**src/shared/itr_pkg.sv**
```systemverilog
// Constants, cell map and types of the thermometer sequencer and thermal relay
package itr_pkg;
  // Nonvolatile cell addresses
  localparam logic [5:0] CELL_MODE_CFG = 6'h02;
  localparam logic [5:0] CELL_RELAY_HYS = 6'h20;
  localparam logic [5:0] CELL_RELAY_THR = 6'h21;
  localparam logic [5:0] CELL_PULSE_CTRL = 6'h22;
  localparam logic [5:0] CELL_SLAVE_ADDR = 6'h2e;
  localparam int NV_CELLS = 5;
  localparam logic [2:0] NV_LAST = 3'h4;
  // Field positions in output_mode_config
  localparam int CFG_IIR_LSB = 0;
  localparam int CFG_RELAY_SEL = 3;
  localparam int CFG_DUAL = 6;
  localparam int CFG_DIE_SEL = 7;
  localparam int CFG_FIR_LSB = 8;
  localparam int CFG_PWM_EN = 11;
  // Field positions in pulse_control_cell and the slave address cell
  localparam int PCTL_DRIVE_TYPE = 2;
  localparam int ADDR_LSB = 0;
  // Fixed filter lengths for the offset and gain measurements
  localparam logic [2:0] FIR_FIXED_LEN = 3'h7;
  localparam logic [2:0] IIR_FIXED_LEN = 3'h4;
  // Request time on the clock line and system clock rate
  localparam int T_REQ_US = 1000;
  localparam int CLK_MHZ = 100;
  localparam int REQ_CYC = T_REQ_US * CLK_MHZ;
  localparam int REQ_W = 20;
  // Step codes of the measurement loop, also the result cell indices
  localparam logic [3:0] ST_AMB_OFS = 4'h0;
  localparam logic [3:0] ST_DIE = 4'h1;
  localparam logic [3:0] ST_AMB_T = 4'h2;
  localparam logic [3:0] ST_IR_OFS = 4'h3;
  localparam logic [3:0] ST_IR_GAIN = 4'h4;
  localparam logic [3:0] ST_GAIN_K = 4'h5;
  localparam logic [3:0] ST_IR1 = 4'h6;
  localparam logic [3:0] ST_OBJ1 = 4'h7;
  localparam logic [3:0] ST_IR2 = 4'h8;
  localparam logic [3:0] ST_OBJ2 = 4'h9;
  localparam logic [3:0] ST_PWM = 4'ha;
  localparam int RES_CELLS = 11;
  // Sequencer states, Gray along load, issue, wait
  typedef enum logic [1:0] {
    ITR_LOAD = 2'b00,
    ITR_ISSUE = 2'b01,
    ITR_WAIT = 2'b11
  } itr_state_e;
endpackage

```
**src/shared/itr_relay_if.sv**
```systemverilog
// Signals between the sequencer and the relay comparator
`timescale 1ns/1ps
interface itr_relay_if;
  logic [15:0] obj1;
  logic [15:0] thr;
  logic [15:0] hys;
  logic upd;
  logic en;
  logic relay;
  modport seq (output obj1, output thr, output hys, output upd, output en, input relay);
  modport cmp (input obj1, input thr, input hys, input upd, input en, output relay);
endinterface

```
**src/hw/itr_relay_cmp.sv**
```systemverilog
// Thermal relay comparator with threshold and hysteresis
`timescale 1ns/1ps
module itr_relay_cmp
  import itr_pkg::*;
(
  input wire logic i_clk_sys,
  input wire logic i_rst,
  input wire logic i_ce,
  itr_relay_if.cmp rif
);
  logic relay_ff;
  logic nxt_relay;
  wire [16:0] obj_cent = {rif.obj1, 1'b0}; // 0.02 K steps to hundredths of a kelvin
  wire [16:0] upper = {1'b0, rif.thr} + {1'b0, rif.hys};
  wire [16:0] lower = (rif.thr >= rif.hys) ? {1'b0, rif.thr - rif.hys} : 17'h00000;
  wire go_high = obj_cent >= upper;
  wire go_low = obj_cent <= lower;

  // Switch at the outer levels, forced low while not enabled, otherwise hold
  always_comb begin
    nxt_relay = relay_ff;
    if (!rif.en) begin
      nxt_relay = 1'b0;
    end else if (rif.upd && go_high) begin
      nxt_relay = 1'b1;
    end else if (rif.upd && go_low) begin
      nxt_relay = 1'b0;
    end
  end

  always_ff @(posedge i_clk_sys or posedge i_rst) begin
    if (i_rst) begin
      relay_ff <= 1'b0;
    end else if (i_ce) begin
      relay_ff <= nxt_relay;
    end
  end

  assign rif.relay = relay_ff;

  a_relay_high: assert property (@(posedge i_clk_sys) disable iff (i_rst)
    (i_ce && rif.en && rif.upd && go_high) |=> rif.relay)
    else $error("relay not high above upper level");
  a_relay_low: assert property (@(posedge i_clk_sys) disable iff (i_rst)
    (i_ce && rif.en && rif.upd && go_low && !go_high) |=> !rif.relay)
    else $error("relay not low below lower level");
  a_relay_hold: assert property (@(posedge i_clk_sys) disable iff (i_rst)
    (i_ce && rif.en && !go_high && !go_low) |=> $stable(rif.relay))
    else $error("relay changed inside hysteresis band");
endmodule

```
**src/hw/itr_top.sv**
```systemverilog
// Measurement sequencer, output mode control and thermal relay pin driver
`timescale 1ns/1ps
// How it works
// - Calibration cells are read from nonvolatile storage before any step runs.
// - Init takes sensor count and die element choice from the mode cell.
// - After init the step loop repeats forever with no trigger.
// - Ambient offset uses fixed FIR then fixed IIR, stored as a result.
// - Die step uses programmable FIR and IIR, then ambient temperature is stored.
// - Object work is shared part, first sensor, second sensor skipped if single.
// - Shared part stores IR offset, IR gain, then the gain factor, all fixed.
// - Each sensor: programmable FIR and IIR filtered value, then object result.
// - Each pass ends with a 10-bit rescaled word loaded to the pulse output.
// - All programmable FIR steps share one length, all IIR steps another.
// - Relay compares first object result and gives a logic level only.
// - Relay acts only with relay select and pulse output enable both set.
// - Drive type bit picks push-pull or open-drain on the pin.
// - Threshold comes from cell 021h, hysteresis from cell 020h.
// - Pin high at or above upper level, low at or below lower level.
// - Relay mode keeps measuring and takes the same bus entry request.
// - After leaving for the bus, relay returns only after a reset or sleep exit.
// - The seven-bit bus address comes from a nonvolatile cell.
// - With pulse output as default, frames run after reset with no command.
// - Pulse output starts when enabled and clock high, bus entry stays possible.
// - Clock low beyond the request time disables pulse output, data ignored.
// - Once disabled, pulse output returns only after power cycle or sleep exit.
// - With pulse output disabled the pin serves the bus once the cell load ends.
module itr_top
  import itr_pkg::*;
#(
  parameter int REQ_CYCLES = REQ_CYC
) (
  input wire logic i_clk_sys,
  input wire logic i_rst,
  input wire logic i_ce,
  input wire logic i_sleep_exit,
  input wire logic i_scl,
  input wire logic i_sda_in,
  output logic o_sda_out,
  output logic o_sda_oe_n,
  output logic o_sda_rx,
  output logic o_bus_mode,
  output logic [5:0] o_nv_addr,
  output logic o_nv_rd,
  input wire logic [15:0] i_nv_data,
  input wire logic i_nv_valid,
  output logic o_step_go,
  output logic [3:0] o_step_id,
  output logic [2:0] o_fir_len,
  output logic [2:0] o_iir_len,
  output logic o_die_sel,
  input wire logic i_step_done,
  input wire logic [15:0] i_step_value,
  output logic [9:0] o_pwm_word,
  output logic o_pwm_load,
  input wire logic i_pwm_level,
  output logic [6:0] o_slave_addr,
  input wire logic [3:0] i_res_idx,
  output logic [15:0] o_res_data
);
  localparam logic [REQ_W-1:0] REQ_LIM = REQ_W'(REQ_CYCLES);

  itr_state_e state_ff, nxt_state;
  logic [2:0] nv_idx_ff;
  logic nv_pend_ff;
  logic [15:0] cfg_ff, hys_ff, thr_ff, pctl_ff, addr_ff;
  logic [3:0] step_ff;
  logic [15:0] res_ff [RES_CELLS];
  logic scl_m_ff, scl_s_ff, sda_m_ff, sda_s_ff;
  logic [REQ_W-1:0] low_cnt_ff;
  logic pwm_on_ff;
  logic relay_upd_ff;
  itr_relay_if rif ();

  wire nv_take = (state_ff == ITR_LOAD) && nv_pend_ff && i_nv_valid;
  wire load_done = nv_take && (nv_idx_ff == NV_LAST);
  // Slot of the next read: first cell on re-init, one on after each take
  wire [2:0] nv_slot = (i_sleep_exit || state_ff != ITR_LOAD) ? 3'h0 :
                       nv_take ? nv_idx_ff + 3'h1 : nv_idx_ff;
  // Cell address for each load slot, registered so it stands with the request
  wire [5:0] nv_addr_w = (nv_slot == 3'h0) ? CELL_MODE_CFG :
                         (nv_slot == 3'h1) ? CELL_RELAY_HYS :
                         (nv_slot == 3'h2) ? CELL_RELAY_THR :
                         (nv_slot == 3'h3) ? CELL_PULSE_CTRL : CELL_SLAVE_ADDR;
  wire dual_w = cfg_ff[CFG_DUAL];
  wire prog_step = (step_ff == ST_DIE) || (step_ff == ST_IR1) || (step_ff == ST_IR2);
  wire step_take = (state_ff == ITR_WAIT) && i_step_done;
  wire last_step = step_ff == ST_PWM;
  // Skip the second sensor when only one is configured
  wire [3:0] step_inc = step_ff + 4'h1;
  wire [3:0] nxt_step_w = last_step ? ST_AMB_OFS :
                          (!dual_w && step_ff == ST_OBJ1) ? ST_PWM : step_inc;
  wire scl_low = !scl_s_ff;
  wire req_hit = pwm_on_ff && scl_low && (low_cnt_ff == REQ_LIM);
  wire relay_act = cfg_ff[CFG_RELAY_SEL] && pwm_on_ff;
  wire pin_level = relay_act ? rif.relay : i_pwm_level;
  wire drive_pp = pctl_ff[PCTL_DRIVE_TYPE];

  // Sequencer state transitions
  always_comb begin
    nxt_state = state_ff;
    unique case (state_ff)
      ITR_LOAD: if (load_done) nxt_state = ITR_ISSUE;
      ITR_ISSUE: nxt_state = ITR_WAIT;
      ITR_WAIT: if (i_step_done) nxt_state = ITR_ISSUE;
    endcase
  end

  always_ff @(posedge i_clk_sys or posedge i_rst) begin
    if (i_rst) begin
      state_ff <= ITR_LOAD;
    end else if (i_ce) begin
      state_ff <= i_sleep_exit ? ITR_LOAD : nxt_state;
    end
  end

  // Nonvolatile load: one read outstanding at a time
  always_ff @(posedge i_clk_sys or posedge i_rst) begin
    if (i_rst) begin
      nv_idx_ff <= 3'h0;
      nv_pend_ff <= 1'b0;
      o_nv_addr <= CELL_MODE_CFG;
    end else if (i_ce) begin
      o_nv_addr <= nv_addr_w;
      if (i_sleep_exit || state_ff != ITR_LOAD) begin
        nv_idx_ff <= 3'h0;
        nv_pend_ff <= 1'b0;
      end else if (nv_take) begin
        nv_idx_ff <= nv_idx_ff + 3'h1;
        nv_pend_ff <= 1'b0;
      end else if (!nv_pend_ff) begin
        nv_pend_ff <= 1'b1;
      end
    end
  end

  // Read request stands from the pending flop until the cell answers
  assign o_nv_rd = nv_pend_ff;

  // Calibration and configuration cells
  always_ff @(posedge i_clk_sys or posedge i_rst) begin
    if (i_rst) begin
      cfg_ff <= 16'h0000;
      hys_ff <= 16'h0000;
      thr_ff <= 16'h0000;
      pctl_ff <= 16'h0000;
      addr_ff <= 16'h0000;
    end else if (i_ce && nv_take) begin
      if (nv_idx_ff == 3'h0) cfg_ff <= i_nv_data;
      if (nv_idx_ff == 3'h1) hys_ff <= i_nv_data;
      if (nv_idx_ff == 3'h2) thr_ff <= i_nv_data;
      if (nv_idx_ff == 3'h3) pctl_ff <= i_nv_data;
      if (nv_idx_ff == 3'h4) addr_ff <= i_nv_data;
    end
  end

  // Step pointer walks the fixed order of the loop
  always_ff @(posedge i_clk_sys or posedge i_rst) begin
    if (i_rst) begin
      step_ff <= ST_AMB_OFS;
    end else if (i_ce) begin
      if (state_ff == ITR_LOAD || i_sleep_exit) step_ff <= ST_AMB_OFS;
      else if (step_take) step_ff <= nxt_step_w;
    end
  end

  // Result cells, one per step
  always_ff @(posedge i_clk_sys or posedge i_rst) begin
    if (i_rst) begin
      for (int i = 0; i < RES_CELLS; i++) res_ff[i] <= 16'h0000;
    end else if (i_ce && step_take) begin
      res_ff[step_ff] <= i_step_value;
    end
  end

  // Step request and filter lengths toward the DSP core
  always_ff @(posedge i_clk_sys or posedge i_rst) begin
    if (i_rst) begin
      o_step_go <= 1'b0;
      o_step_id <= ST_AMB_OFS;
      o_fir_len <= 3'h0;
      o_iir_len <= 3'h0;
      o_die_sel <= 1'b0;
    end else if (i_ce) begin
      o_step_go <= (state_ff == ITR_ISSUE) && !i_sleep_exit;
      o_step_id <= step_ff;
      o_fir_len <= prog_step ? cfg_ff[CFG_FIR_LSB +: 3] : FIR_FIXED_LEN;
      o_iir_len <= prog_step ? cfg_ff[CFG_IIR_LSB +: 3] : IIR_FIXED_LEN;
      o_die_sel <= cfg_ff[CFG_DIE_SEL];
    end
  end

  // Pulse word load at the end of each pass
  always_ff @(posedge i_clk_sys or posedge i_rst) begin
    if (i_rst) begin
      o_pwm_word <= 10'h000;
      o_pwm_load <= 1'b0;
      relay_upd_ff <= 1'b0;
    end else if (i_ce) begin
      o_pwm_load <= step_take && last_step;
      if (step_take && last_step) o_pwm_word <= i_step_value[9:0];
      relay_upd_ff <= step_take && (step_ff == ST_OBJ1);
    end
  end

  // Two-stage synchronisers for the pins
  always_ff @(posedge i_clk_sys or posedge i_rst) begin
    if (i_rst) begin
      scl_m_ff <= 1'b1;
      scl_s_ff <= 1'b1;
      sda_m_ff <= 1'b1;
      sda_s_ff <= 1'b1;
    end else if (i_ce) begin
      scl_m_ff <= i_scl;
      scl_s_ff <= scl_m_ff;
      sda_m_ff <= i_sda_in;
      sda_s_ff <= sda_m_ff;
    end
  end

  // Request detector: count clock-low time while pulse output runs
  always_ff @(posedge i_clk_sys or posedge i_rst) begin
    if (i_rst) begin
      low_cnt_ff <= '0;
    end else if (i_ce) begin
      if (!pwm_on_ff || !scl_low) low_cnt_ff <= '0;
      else if (low_cnt_ff != REQ_LIM) low_cnt_ff <= low_cnt_ff + 1'b1;
    end
  end

  // Output mode: chosen at end of load, dropped for good by a request
  always_ff @(posedge i_clk_sys or posedge i_rst) begin
    if (i_rst) begin
      pwm_on_ff <= 1'b0;
    end else if (i_ce) begin
      if (i_sleep_exit) pwm_on_ff <= 1'b0;
      else if (load_done) pwm_on_ff <= cfg_ff[CFG_PWM_EN] && !scl_low;
      else if (req_hit) pwm_on_ff <= 1'b0;
    end
  end

  assign rif.obj1 = res_ff[ST_OBJ1];
  assign rif.thr = thr_ff;
  assign rif.hys = hys_ff;
  assign rif.upd = relay_upd_ff;
  assign rif.en = relay_act;

  itr_relay_cmp u_cmp (
    .i_clk_sys(i_clk_sys),
    .i_rst(i_rst),
    .i_ce(i_ce),
    .rif(rif)
  );

  // Pin driver, bus side outputs and result read port
  always_ff @(posedge i_clk_sys or posedge i_rst) begin
    if (i_rst) begin
      o_sda_out <= 1'b0;
      o_sda_oe_n <= 1'b1;
      o_sda_rx <= 1'b1;
      o_bus_mode <= 1'b0;
      o_slave_addr <= 7'h00;
      o_res_data <= 16'h0000;
    end else if (i_ce) begin
      o_sda_out <= pwm_on_ff && drive_pp && pin_level;
      o_sda_oe_n <= !pwm_on_ff || (!drive_pp && pin_level);
      o_sda_rx <= pwm_on_ff ? 1'b1 : sda_s_ff;
      o_bus_mode <= !pwm_on_ff && (state_ff != ITR_LOAD);
      o_slave_addr <= addr_ff[ADDR_LSB +: 7];
      o_res_data <= (i_res_idx < 4'(RES_CELLS)) ? res_ff[i_res_idx] : 16'h0000;
    end
  end

  a_load_first: assert property (@(posedge i_clk_sys) disable iff (i_rst)
    (state_ff == ITR_LOAD) |=> !o_step_go)
    else $error("step issued during calibration load");
  a_single_skip: assert property (@(posedge i_clk_sys) disable iff (i_rst)
    (i_ce && !i_sleep_exit && step_take && !dual_w && step_ff == ST_OBJ1) |=> step_ff == ST_PWM)
    else $error("second sensor not skipped");
  a_loop_wraps: assert property (@(posedge i_clk_sys) disable iff (i_rst)
    (i_ce && !i_sleep_exit && step_take && last_step) |=> step_ff == ST_AMB_OFS ##1 o_step_go)
    else $error("loop did not restart");
  a_pwm_load: assert property (@(posedge i_clk_sys) disable iff (i_rst)
    (i_ce && step_take && last_step) |=> o_pwm_load && o_pwm_word == $past(i_step_value[9:0]))
    else $error("pulse word not loaded");
  a_req_drop: assert property (@(posedge i_clk_sys) disable iff (i_rst)
    (i_ce && req_hit && !i_sleep_exit && !load_done) |=> !pwm_on_ff ##1 !o_sda_out && o_sda_oe_n)
    else $error("request did not release pin");
  a_stay_off: assert property (@(posedge i_clk_sys) disable iff (i_rst)
    (!pwm_on_ff && !load_done) |=> !pwm_on_ff)
    else $error("pulse output came back without reset");
  a_prog_len: assert property (@(posedge i_clk_sys) disable iff (i_rst)
    (i_ce && prog_step) |=> o_fir_len == cfg_ff[CFG_FIR_LSB +: 3])
    else $error("programmable length not shared");
  a_relay_gate: assert property (@(posedge i_clk_sys) disable iff (i_rst)
    (!cfg_ff[CFG_RELAY_SEL] || !pwm_on_ff) |=> !rif.relay)
    else $error("relay active while not enabled");
  c_full_pass: cover property (@(posedge i_clk_sys) o_pwm_load);
  c_request: cover property (@(posedge i_clk_sys) req_hit);
  c_relay_on: cover property (@(posedge i_clk_sys) rif.relay && relay_act);
  c_dual_pass: cover property (@(posedge i_clk_sys) step_take && step_ff == ST_OBJ2);
endmodule

```
**config.mk**
```make
export PLATFORM = sky130hd
export DESIGN_NAME = itr_top
export DESIGN_NICKNAME = d
export VERILOG_FILES = /design/src/shared/itr_pkg.sv /design/src/shared/itr_relay_if.sv /design/src/hw/itr_relay_cmp.sv /design/src/hw/itr_top.sv
export SDC_FILE = /design/constraint.sdc
export NUM_CORES = 1
export LEC_CHECK = 0
export ABC_AREA = 0
export ABC_CLOCK_PERIOD_IN_PS = 25500
export BUFFER_PORTS_ARGS = -buffer_cell sky130_fd_sc_hd__clkbuf_2
export CORE_MARGIN = 2
export CORE_UTILIZATION = 45
export CTS_CLUSTER_SIZE = 16
export DETAILED_ROUTE_END_ITERATION = 8
export MAX_ROUTING_LAYER = met4
export SLEW_MARGIN = 0
export SYNTH_ARGS = -nofsm -noshare
export SYNTH_HDL_FRONTEND = slang
export SYNTH_SLANG_ARGS = --single-unit
export TNS_END_PERCENT = 20
```
**constraint.sdc**
```tcl
create_clock -name i_clk_sys -period 25.5 [get_ports i_clk_sys]
set_input_delay 0 -clock i_clk_sys [delete_from_list [all_inputs] [get_ports i_clk_sys]]
set_output_delay 0 -clock i_clk_sys [all_outputs]
set_load 0.05 [all_outputs]
```
==> results.sh <==
export IMPL_cts_path_max_buffers=3
export IMPL_seq_power_share_pct=37.7
export IMPL_cap_violations=0
export IMPL_drt_pass1_iter_count=4
export IMPL_max_freq_mhz=247
export IMPL_dpl_instance_area_mm2=0.0170
export IMPL_cpPeakStageDelay_ns=0.64
export IMPL_vias_per_cell=5.49
export IMPL_slowest_stage="a221oi_4"
export IMPL_ys_ff_latch=317
export IMPL_crit_fanout=16
export IMPL_yosysWarningCount=0
export IMPL_worstSkewPairLatency_ns=0.53
export IMPL_hold_start="i_ce"
export IMPL_tns_ns=0
export IMPL_track_usage_pct=20.6
export IMPL_rsz0062_at_grt="no"
export IMPL_die_y_um=194
export IMPL_cts_resized=0
export IMPL_synth_nets=1496
export IMPL_finalSetupViolCount=0
export IMPL_p_int_mw=1.03
export IMPL_ys_flop_type="dfrtp_1"
export IMPL_critical_path_class="flip-flop to flip-flop"
export IMPL_p_sw_share_pct=31.4
export IMPL_cts_root_buf="clkbuf_16"
export IMPL_numCtsBuffers=36
export IMPL_pwr_share_comb_pct=26.8
export IMPL_hold_viol=0
export IMPL_ant_nets=0
export IMPL_synth_area_mm2=0.0162
export IMPL_period_needed_ns=4.05
export IMPL_fp_dieW_um=194
export IMPL_fin_worst_skew_ns=0.0255
export IMPL_synth_edff_count=0
export IMPL_die_area_mm2=0.0375
export IMPL_routabilityCongestion=0.835
export IMPL_wire_per_inst_um=18.7
export IMPL_synth_cell_types=76
export IMPL_rr_startpoint="rif.thr[0]$_DFFE_PP0P_"
export IMPL_layout_setup_ws_ns=21.45
export IMPL_pwr_density_cell_mw_per_mm2=81.0
export IMPL_cp_data_arrival_time_ns=4.45
export IMPL_path_cells="inv_1, ha_1, fa_1, nor2b_1, o21ai_1, a311oi_1, o21ai_1, a221oi_4, nand2_1, mux2_2, ha_1, nand4_1, nor2_1, nand3_1, a2111oi_2, o31ai_2"
export IMPL_dp_hpwl_mm=24.9
export IMPL_slew_violations=0
export IMPL_startpoint="rif.thr[0]$_DFFE_PP0P_"
export IMPL_grt_max_degree=112
export IMPL_hold_class="primary input to flip-flop"
export IMPL_fin_crit_sh_pct=15.9
export IMPL_port_buffers=100
export IMPL_start_util_pct=45.6
export IMPL_core_mm2=0.0355
export IMPL_ir_drop_mv=0.0589
export IMPL_critPathCaptureType="flip-flop"
export IMPL_cts_setup_buffers=0
export IMPL_overflow=0
export IMPL_synth_cells=1375
export IMPL_cts_tree="built"
export IMPL_core_rowCount=69
export IMPL_htree_num_levels=2
export IMPL_yosysSeqAreaShare_pct=49.1
export IMPL_startpoint_type="flip-flop"
export IMPL_fin_area_mm2=0.0186
export IMPL_required_ns=25.90
export IMPL_grt_pass1_wl_mm=60.7
export IMPL_max_slew_worst_pin_slew_ns=0.975
export IMPL_dpl_worst_slack_ns=21.44
export IMPL_cts_hold_buf=39
export IMPL_slew_headroom_pct=34.8
export IMPL_cts_clk_slew_worst_paths_ns=0.06
export IMPL_pwr_share_clk_pct=35.5
export IMPL_drc=0
export IMPL_grt_pass1_vias=11200
export IMPL_switchingPower_mw=0.474
export IMPL_layout_drive_gt1_share_pct=30.6
export IMPL_antenna_cells=0
export IMPL_async_flop_share_pct=100
export IMPL_drt_iter0_markers=550
export IMPL_cts_sinks=317
export IMPL_syn_area_per_cell_um2=11.8
export IMPL_antenna_found_initial=0
export IMPL_final_nets=1603
export IMPL_status="finished clean"
export IMPL_drt_total_wl_mm=36.9
export IMPL_area_delta_synth_final_pct=15.0
export IMPL_leakagePower_nw=9.12
export IMPL_vias=10800
export IMPL_ios=102
export IMPL_fillerInstances=3145
kinds of logic (layout without fill, tap and decap cells):
| group | after synthesis | in the layout | share of synthesized area (%) |
|---|---|---|---|
| buf+inv | 139 | 272 | 3.58 |
| simple gates | 303 | 303 | 8.75 |
| other cells | 1 | 1 | 0.0232 |
| xor+xnor | 33 | 33 | 1.79 |
| mux | 276 | 276 | 21.3 |
| flops | 317 | 317 | 49.1 |
| fa+ha+maj | 76 | 76 | 5.97 |
| compound gates | 230 | 230 | 9.47 |
routing by layer:
layer	GRT usage, %	up-vias	wire length, um
met1	28.0	5492	17300
met4	4.47	0	516
met3	2.96	42	1350
met2	33.1	159	17700
li1	-	5124	-
met5	-	-	0
worst max-delay path, delay by kind of cell (launching register included):
kind / cells / cell delay [ns]
compound gates: 6 / 1.66
fa+ha+maj: 3 / 0.93
buf+inv: 1 / 0.05
flops: 1 / 0.37
mux: 1 / 0.28
simple gates: 5 / 0.62
flip-flops by register name (all words and copies together) (netlist names), 4 cells and up:
signal	cells
hys_ff	16
o_step_id	4
low_cnt_ff	20
o_nv_addr	4
rif.thr	16
cfg_ff	10
addr_ff	7
o_res_data	16
o_slave_addr	7
step_ff	4
o_pwm_word	10
res_ff	160
rif.obj1	16
layout make-up:
type                    count  area [um2]  area share, %
multi-input cells         919        7650           41.2
clock buffers              48        1020           5.46
clock inverters            16         208           1.12
repair buffers            151         981           5.27
flip-flops and latches    317        7940           42.7
inverters                  57         221           1.19
well taps                 461         577           3.10
power groups by stage:
stage                     combinational [mW]  sequential (mW)  clock, mW
after floorplan                        0.304            0.588          0
after global placement                 0.394            0.575          0
after detailed placement               0.398            0.577          0
after CTS                              0.405            0.568      0.545
after global routing                   0.451            0.573      0.568
final                                  0.404            0.568      0.535
cells in the mapped netlist, drive strengths merged (6+ instances only):
library cell | instances | area (um2)
o31ai | 9 | 77.6
ha | 74 | 926
xnor2 | 24 | 210
nand2 | 132 | 510
mux4 | 32 | 721
o2bb2ai | 21 | 184
nor2b | 6 | 37.5
nand3 | 20 | 100
or3 | 9 | 56.3
nor2 | 75 | 284
mux2i | 18 | 180
nand4 | 12 | 81.3
dfrtp | 310 | 7760
a21oi | 81 | 417
a211oi | 18 | 135
dfstp | 7 | 184
o21ai | 43 | 215
mux2 | 226 | 2540
buf | 38 | 198
a21o | 13 | 97.6
nor3 | 17 | 95.1
xor2 | 9 | 78.8
clkbuf | 44 | 168
nand2b | 7 | 43.8
inv | 57 | 214
path summary, 6_finish.rpt:
| path | to | slack (ns) | cells after the start |
|---|---|---|---|
| max reg2reg | u_cmp.rif.relay$_DFFE_PP0P_ | 21.45 | 16 |
| min reg2reg | o_pwm_word[7]$_DFFE_PP0P_ | 0.47 | 2 |
| max in group asynchronous | rif.thr[2]$_DFFE_PP0P_ | 23.79 | 4 |
| min in group asynchronous | hys_ff[13]$_DFFE_PP0P_ | 0.15 | 3 |
| max | u_cmp.rif.relay$_DFFE_PP0P_ | 21.45 | 16 |
| min | scl_s_ff$_DFFE_PP1P_ | 0.08 | 4 |
layout by cell type, fill, tap and decap left out, types with 21 or more instances in the layout:
master,count
a21oi_1,80
clkbuf_16,36
clkbuf_2,100
dfrtp_1,310
dlygate4sd3_1,39
ha_1,74
inv_1,56
mux2_2,226
mux4_2,32
nand2_1,126
nor2_1,74
o21ai_0,40
o2bb2ai_1,21
xnor2_1,24
metrics by stage:
step | power (mW) | hold slack (ns) | utilization [%] | std cells
after floorplan | 0.892 | 0.150 | - | 1375
after global placement | 0.969 | 0.200 | 47.9 | 1866
after detailed placement | 0.976 | 0.202 | 47.9 | 1866
after CTS | 1.52 | 0.0675 | 52.4 | 1969
after global routing | 1.59 | 0.103 | 52.4 | 1969
final | 1.51 | 0.0816 | 52.4 | 1969
(Power assumes the default switching activity.)
